## src/gpio_port_pkg.sv

```systemverilog
package gpio_port_pkg;

    // ------------------------------------------------------------
    // Bus geometry
    // ------------------------------------------------------------
    localparam int ADR_W = 18;
    localparam int DAT_W = 32;
    localparam int SEL_W = 4;
    localparam int PORT_W = 8;
    localparam int IDX_W = 16;
    localparam int IDX_LSB = 2;

    // ------------------------------------------------------------
    // Register indices (byte address is four times the index)
    // ------------------------------------------------------------
    localparam logic [IDX_W-1:0] IDX_PIN_FUNCTION_MODE = 16'hffcc;
    localparam logic [IDX_W-1:0] IDX_PORT_DATA_LATCH = 16'hffd8;
    localparam logic [IDX_W-1:0] IDX_PULLUP_CONTROL = 16'hffe2;
    localparam logic [IDX_W-1:0] IDX_PIN_DIRECTION = 16'hffe8;

    // ------------------------------------------------------------
    // Reset and read-back values
    // ------------------------------------------------------------
    localparam logic [PORT_W-1:0] RST_PORT_DATA_LATCH = 8'h00;
    localparam logic [PORT_W-1:0] RST_PIN_DIRECTION = 8'h00;
    localparam logic [PORT_W-1:0] RST_PULLUP_CONTROL = 8'h00;
    localparam logic [PORT_W-1:0] RST_PIN_FUNCTION_MODE = 8'h00;
    localparam logic [PORT_W-1:0] READ_PIN_DIRECTION = 8'hff;
    localparam logic [DAT_W-1:0] READ_UNMAPPED = 32'h0000_0000;

    // ------------------------------------------------------------
    // Segment-select field layout and write byte lane
    // ------------------------------------------------------------
    localparam int SEG_SEL_W = 4;
    localparam int SEG_HI_BIT = 3;
    localparam int SEG_LO_BIT = 0;
    localparam int HALF_W = 4;
    localparam int BYTE_LANE = 0;

endpackage : gpio_port_pkg

```

## src/gpio_port.sv

```systemverilog
`timescale 1ns/1ps

module gpio_port #(
    parameter int WIDTH = 8
) (
    input wire logic CLK,
    input wire logic RST_B,
    input wire logic CYC_I,
    input wire logic STB_I,
    input wire logic WE_I,
    input wire logic [gpio_port_pkg::ADR_W-1:0] ADR_I,
    input wire logic [gpio_port_pkg::SEL_W-1:0] SEL_I,
    input wire logic [gpio_port_pkg::DAT_W-1:0] DAT_I,
    output logic [gpio_port_pkg::DAT_W-1:0] DAT_O,
    output logic ACK_O,
    input wire logic SLEEP,
    input wire logic STANDBY,
    input wire logic [gpio_port_pkg::SEG_SEL_W-1:0] SEGMENT_SELECT_FIELD,
    input wire logic [WIDTH-1:0] SEGMENT_OUTPUT,
    input wire logic [WIDTH-1:0] GENERAL_IO_PIN_I,
    output logic [WIDTH-1:0] GENERAL_IO_PIN_O,
    output logic [WIDTH-1:0] GENERAL_IO_PIN_OE_B,
    output logic [WIDTH-1:0] PULLUP_EN,
    output logic [WIDTH-1:0] WAKE_REQ_B,
    output logic [WIDTH-1:0] SEGMENT_ENABLE
);

    // ------------------------------------------------------------
    // Reset release
    // ------------------------------------------------------------
    logic rst_meta_ff;
    logic rst_sync_ff;

    always_ff @(posedge CLK or negedge RST_B) begin
        if (!RST_B) begin
            rst_meta_ff <= 1'b0;
            rst_sync_ff <= 1'b0;
        end else begin
            rst_meta_ff <= 1'b1;
            rst_sync_ff <= rst_meta_ff;
        end
    end

    // ------------------------------------------------------------
    // State
    // ------------------------------------------------------------
    typedef struct packed {
        logic [WIDTH-1:0] data_latch;
        logic [WIDTH-1:0] direction;
        logic [WIDTH-1:0] pu_ctrl;
        logic [WIDTH-1:0] mode;
        logic ack;
        logic [gpio_port_pkg::DAT_W-1:0] rdata;
        logic [WIDTH-1:0] pin_o;
        logic [WIDTH-1:0] pin_oe_b;
        logic [WIDTH-1:0] pu_en;
        logic [WIDTH-1:0] wake_b;
        logic [WIDTH-1:0] seg_en;
    } port_state_s;

    localparam port_state_s RESET_STATE = '{
        data_latch: gpio_port_pkg::RST_PORT_DATA_LATCH,
        direction: gpio_port_pkg::RST_PIN_DIRECTION,
        pu_ctrl: gpio_port_pkg::RST_PULLUP_CONTROL,
        mode: gpio_port_pkg::RST_PIN_FUNCTION_MODE,
        ack: 1'b0,
        rdata: gpio_port_pkg::READ_UNMAPPED,
        pin_o: '0,
        pin_oe_b: '1,
        pu_en: '0,
        wake_b: '1,
        seg_en: '0
    };

    port_state_s state_ff;
    port_state_s nxt_state;

    // ------------------------------------------------------------
    // Pin function selection
    // ------------------------------------------------------------
    logic [WIDTH-1:0] mux_drive;
    logic [WIDTH-1:0] mux_oe_b;
    logic [WIDTH-1:0] mux_pu;
    logic [WIDTH-1:0] mux_wake;
    logic [WIDTH-1:0] mux_seg;
    logic [WIDTH-1:0] mux_read;

    gpio_pin_mux #(
        .WIDTH(WIDTH)
    ) u_pin_mux (
        .dir(state_ff.direction),
        .latch(state_ff.data_latch),
        .pu_ctrl(state_ff.pu_ctrl),
        .mode(state_ff.mode),
        .seg_sel(SEGMENT_SELECT_FIELD),
        .seg_data(SEGMENT_OUTPUT),
        .pin_in(GENERAL_IO_PIN_I),
        .drive(mux_drive),
        .oe_b(mux_oe_b),
        .pu_en(mux_pu),
        .wake(mux_wake),
        .seg_en(mux_seg),
        .read_val(mux_read)
    );

    // ------------------------------------------------------------
    // Bus decode
    // ------------------------------------------------------------
    logic [gpio_port_pkg::IDX_W-1:0] reg_idx;
    logic access;
    logic wr_en;

    assign reg_idx = ADR_I[gpio_port_pkg::IDX_LSB +: gpio_port_pkg::IDX_W];
    // Answer one cycle after the strobe, then drop for a cycle
    assign access = CYC_I & STB_I & ~state_ff.ack;
    assign wr_en = access & WE_I & SEL_I[gpio_port_pkg::BYTE_LANE];

    // ------------------------------------------------------------
    // Next state
    // ------------------------------------------------------------
    always_comb begin
        nxt_state = state_ff;
        nxt_state.ack = access;
        nxt_state.rdata = gpio_port_pkg::READ_UNMAPPED;

        if (wr_en) begin
            unique case (reg_idx)
                gpio_port_pkg::IDX_PORT_DATA_LATCH: begin
                    nxt_state.data_latch = DAT_I[WIDTH-1:0];
                end
                gpio_port_pkg::IDX_PIN_DIRECTION: begin
                    nxt_state.direction = DAT_I[WIDTH-1:0];
                end
                gpio_port_pkg::IDX_PULLUP_CONTROL: begin
                    nxt_state.pu_ctrl = DAT_I[WIDTH-1:0];
                end
                gpio_port_pkg::IDX_PIN_FUNCTION_MODE: begin
                    nxt_state.mode = DAT_I[WIDTH-1:0];
                end
                default: begin
                    nxt_state.mode = state_ff.mode;
                end
            endcase
        end

        if (access && !WE_I) begin
            unique case (reg_idx)
                gpio_port_pkg::IDX_PORT_DATA_LATCH: begin
                    nxt_state.rdata[WIDTH-1:0] = mux_read;
                end
                gpio_port_pkg::IDX_PIN_DIRECTION: begin
                    nxt_state.rdata[WIDTH-1:0] = gpio_port_pkg::READ_PIN_DIRECTION;
                end
                gpio_port_pkg::IDX_PULLUP_CONTROL: begin
                    nxt_state.rdata[WIDTH-1:0] = state_ff.pu_ctrl;
                end
                gpio_port_pkg::IDX_PIN_FUNCTION_MODE: begin
                    nxt_state.rdata[WIDTH-1:0] = state_ff.mode;
                end
                default: begin
                    nxt_state.rdata = gpio_port_pkg::READ_UNMAPPED;
                end
            endcase
        end

        // Sleep without standby freezes the pins so the outside world sees no glitch
        if (STANDBY) begin
            nxt_state.pin_oe_b = '1;
            // Pull-ups stay as set so a pulled pin still reads high
            nxt_state.pu_en = mux_pu;
            nxt_state.seg_en = '0;
            nxt_state.wake_b = ~mux_wake;
        end else if (!SLEEP) begin
            nxt_state.pin_o = mux_drive;
            nxt_state.pin_oe_b = mux_oe_b;
            nxt_state.pu_en = mux_pu;
            nxt_state.seg_en = mux_seg;
            nxt_state.wake_b = ~mux_wake;
        end else begin
            // Wake requests must still pass while asleep
            nxt_state.wake_b = ~mux_wake;
        end
    end

    // ------------------------------------------------------------
    // Registers
    // ------------------------------------------------------------
    always_ff @(posedge CLK or negedge rst_sync_ff) begin
        if (!rst_sync_ff) begin
            state_ff <= RESET_STATE;
        end else begin
            state_ff <= nxt_state;
        end
    end

    // ------------------------------------------------------------
    // Outputs
    // ------------------------------------------------------------
    assign DAT_O = state_ff.rdata;
    assign ACK_O = state_ff.ack;
    assign GENERAL_IO_PIN_O = state_ff.pin_o;
    assign GENERAL_IO_PIN_OE_B = state_ff.pin_oe_b;
    assign PULLUP_EN = state_ff.pu_en;
    assign WAKE_REQ_B = state_ff.wake_b;
    assign SEGMENT_ENABLE = state_ff.seg_en;

endmodule : gpio_port

```

## src/gpio_pin_mux.sv

```systemverilog
`timescale 1ns/1ps

module gpio_pin_mux #(
    parameter int WIDTH = 8
) (
    input wire logic [WIDTH-1:0] dir,
    input wire logic [WIDTH-1:0] latch,
    input wire logic [WIDTH-1:0] pu_ctrl,
    input wire logic [WIDTH-1:0] mode,
    input wire logic [gpio_port_pkg::SEG_SEL_W-1:0] seg_sel,
    input wire logic [WIDTH-1:0] seg_data,
    input wire logic [WIDTH-1:0] pin_in,
    output logic [WIDTH-1:0] drive,
    output logic [WIDTH-1:0] oe_b,
    output logic [WIDTH-1:0] pu_en,
    output logic [WIDTH-1:0] wake,
    output logic [WIDTH-1:0] seg_en,
    output logic [WIDTH-1:0] read_val
);

    genvar n;
    generate
        for (n = 0; n < WIDTH; n++) begin : g_pin
            logic is_seg;
            logic is_gio;
            // Upper half follows the high select bit alone, lower half needs both ends
            if (n >= gpio_port_pkg::HALF_W) begin : g_hi
                assign is_seg = seg_sel[gpio_port_pkg::SEG_HI_BIT];
            end else begin : g_lo
                assign is_seg = seg_sel[gpio_port_pkg::SEG_HI_BIT]
                    & seg_sel[gpio_port_pkg::SEG_LO_BIT];
            end
            assign is_gio = ~is_seg & ~mode[n];
            assign seg_en[n] = is_seg;
            assign drive[n] = is_seg ? seg_data[n] : latch[n];
            assign oe_b[n] = ~(is_seg | (is_gio & dir[n]));
            assign pu_en[n] = ~is_seg & ~dir[n] & pu_ctrl[n];
            assign wake[n] = ~is_seg & mode[n] & ~pin_in[n];
            assign read_val[n] = dir[n] ? latch[n] : pin_in[n];
        end
    endgenerate

endmodule : gpio_pin_mux

```

## config.mk

```make
export PLATFORM = sky130hd
export DESIGN_NAME = gpio_port
export DESIGN_NICKNAME = d
export VERILOG_FILES = /design/src/gpio_port_pkg.sv /design/src/gpio_port.sv /design/src/gpio_pin_mux.sv
export SDC_FILE = /design/constraint.sdc
export NUM_CORES = 1
export LEC_CHECK = 0
export BUFFER_PORTS_ARGS = -buffer_cell sky130_fd_sc_hd__buf_2
export CORE_MARGIN = 1.5
export CORE_UTILIZATION = 54
export CTS_BUF_LIST = sky130_fd_sc_hd__clkbuf_8
export DETAILED_ROUTE_END_ITERATION = 8
export PLACE_DENSITY = 0.88
export SLEW_MARGIN = 20
export SYNTH_ARGS = -nofsm -noshare
export SYNTH_HDL_FRONTEND = slang
export SYNTH_SLANG_ARGS = --single-unit
export TNS_END_PERCENT = 1
```

## constraint.sdc

```tcl
create_clock -name CLK -period 3.7 [get_ports CLK]
set_input_delay 0.37 -clock CLK [delete_from_list [all_inputs] [get_ports CLK]]
set_output_delay 0.37 -clock CLK [all_outputs]
set_load 0.05 [all_outputs]
```

==> out/qor.txt <==
status: finished, final reports clean
top_reg_cell synth: dfrtp_1
Peak VDD IR: 246.5 uV
Final Hold Fails: 0
Req. time, crit path: 3940 ps
DIE AREA: 0.007674 mm2
Worst Max-Slew Pin Slew: 966.1 ps
RSZ-0062 raised after global routing: no
global route overflow: 0
setup bufs post-CTS: 0
Clock Sinks: 77
final setup margin: 1554 ps
min-delay worst type: in2reg
Routed Antenna Nets: 0
CP Buf/Inv Count: 1
WL/cell: 16.05 um
relative slew slack: 34.89%
Avg Cell Area, Syn: 11.43 um2
CP Class: in2reg
Detailed Route WL: 7899 um
Final setup viols: 0
core area: 0.006869 mm2
cell accounting for the most synthesized area: dfrtp_1
post-synthesis register bit count: 77
largest net degree at the start of global routing: 42
P per Cell Area: 445.8 mW/mm2
placer congestion estimate: 0.8014
overall die height: 87.60 um
Crit path max-delay family: simple AND/OR/NAND/NOR gates
Critical Path Sink Type: flip-flop
final critical-path share of the clock period: 58.01%
initial antenna violation count: 0
CTS clock-pin slew for the worst setup and hold paths: 70 ps
P_leak: 2.157 nW
number of global-route vias before repair: 2469
count of different cell masters after synthesis: 32
input/output buffers: 98
Post-synth ARST share: 100.0%
Fmax: 465.9 MHz
startpoint types: input pin
clk_lat worst skew: 350 ps
maxcap violations: 0
Antenna Cells: 0
filler cell count: 568
crit-path max cell delay: 720 ps
Pins Over Slew Limit: 0
Overall Power: 1.903 mW
Setup TNS: 0 ps
synthesis-to-finish area growth: 10.42%
overall routing resource usage: 21.55%
Clock Skew: 8.387 ps
fin nets: 472
Commonest cells post-synth: 72 x buf_4, 61 x dfrtp_1, 40 x mux2_2
Yosys Warn Count: 0
proportion of layout cells with a drive suffix above 1: 46.72%
number of synthesized flops with an enable pin: 0
CTS Buf Count: 9
crit path cell chain: buf_2, or4b_4, nor4_4, nand2_4, mux2_2
row cnt: 30
Netlist Area Pre-Place: 0.003865 mm2
final core occ: 62.13%
global-route wire length before repair: 12100 um
post-synthesis cell count: 338
Initial Utilization: 56.27%
routed vias/inst: 5.142
most frequent cell after synthesis: buf_4
Remaining DRCs: 0
HPWL after DPL: 5672 um
Boundary Pins: 154
H-tree depth: 3
DR pass1 iterations: 4
Slowest-stage cell, CP: nor4_4
DR iter-0 viols: 113
Clock Tree Root: clkbuf_8
CTS tree: yes
Max Buffers Root-to-Sink: 2
Critical Path Fanout Max: 10
sequential fraction of the synthesis area: 50.37%
min Tclk post-route: 2146 ps
Die Wd: 87.60 um
vias after detailed routing: 2530
Setup Slack @ Placement: 1233 ps
post-synth top area share: 39.49%
Synth area leaders: dfrtp_1 39%, buf_4 14%, mux2_2 12%
Critical Path AT: 2380 ps
==> cells in the final DEF (no fill, tap or decap), types with 4 or more instances in the layout <==
cell	instances
clkbuf_8	11
o21ai_0	24
nor2_1	8
dfrtp_1	60
mux2i_1	9
dfstp_2	16
nand3_1	4
nor4_4	4
conb_1	25
buf_2	98
inv_1	4
nand3b_1	4
nand2b_1	4
nand2_1	23
a221o_1	4
mux2_2	40
a22oi_1	8
a21oi_1	20
==> worst register-to-register path, stage by stage, from the launching register on <==
cell     delay [ps]
dfrtp_1         380
and3b_1         230
and3_1          370
nand2_2         220
mux2_2          350
==> power breakdown <==
part / internal (mW) / switching (mW)
clock network: 0.486 / 0.311
logic: 0.0513 / 0.177
registers: 0.862 / 0.0154
total: 1.40 / 0.504
==> routing by layer <==
metal  wire (um)  vias to the layer above  GRT usage, %
met5           0                        -             0
met4         216                        0         11.26
met3         472                       17         4.241
met2        3869                      113         35.80
met1        3341                     1215         26.77
li1            -                     1185             -
==> timing repair <==
action | CTS | global route
resized for setup | 0 | 0
endpoints found under the hold margin | 2 | 0
hold buffers | 1 | 0
==> worst paths after layout <==
kind | start | to | slack [ps] | cells after the start
setup reg to reg | ACK_O | state_ff[85] | 2040 | 4
max in group asynchronous | rst_sync_ff | GENERAL_IO_PIN_OE_B[3] | 2330 | 1
min in group asynchronous | RST_B | rst_meta_ff | 320 | 2
hold reg to reg | rst_sync_ff | GENERAL_IO_PIN_O[6] | 350 | 0
hold / removal | GENERAL_IO_PIN_I[0] | WAKE_REQ_B[0] | 230 | 2
setup / recovery | ADR_I[2] | state_ff[101] | 1550 | 5
==> registers in the layout, indices dropped and copies added, names as in the netlist <==
name	cells
state_ff	32
DAT_O	8
GENERAL_IO_PIN_OE_B	8
GENERAL_IO_PIN_O	8
PULLUP_EN	8
WAKE_REQ_B	8
SEGMENT_ENABLE	2
ACK_O	1
rst_meta_ff	1
rst_sync_ff	1
==> logic make-up after synthesis <==
kind of cell	share of synthesized area (%)
AOI/OAI and AO/OA	8.935
and+or+nand+nor	11.17
DFF	50.37
buffers and inverters	15.34
muxes	13.99
other	0.1943
==> per-stage QoR <==
step / hold WS (ps) / instance area (um2) / std cells
finish: 228.4 / 4268 / 492
global route: 241.3 / 4268 / 492
CTS: 219.6 / 4268 / 492
detailed placement: 156.4 / 4000 / 475
global placement: 156.1 / 4000 / 475
floorplan: 74.41 / 3951 / 361
==> area by class of cell <==
| cell class | instances | area, um2 | area share [%] |
|---|---|---|---|
| Inverter | 4 | 15.01 | 0.3518 |
| Clock buffer | 11 | 151.4 | 3.547 |
| Sequential cell | 77 | 1948 | 45.65 |
| Timing Repair Buffer | 101 | 515.5 | 12.08 |
| Clock inverter | 5 | 106.4 | 2.492 |
| Tap cell | 96 | 120.1 | 2.814 |
| Multi-Input combinational cell | 198 | 1411 | 33.07 |
Note: power is estimated with default switching activity, not from simulation.
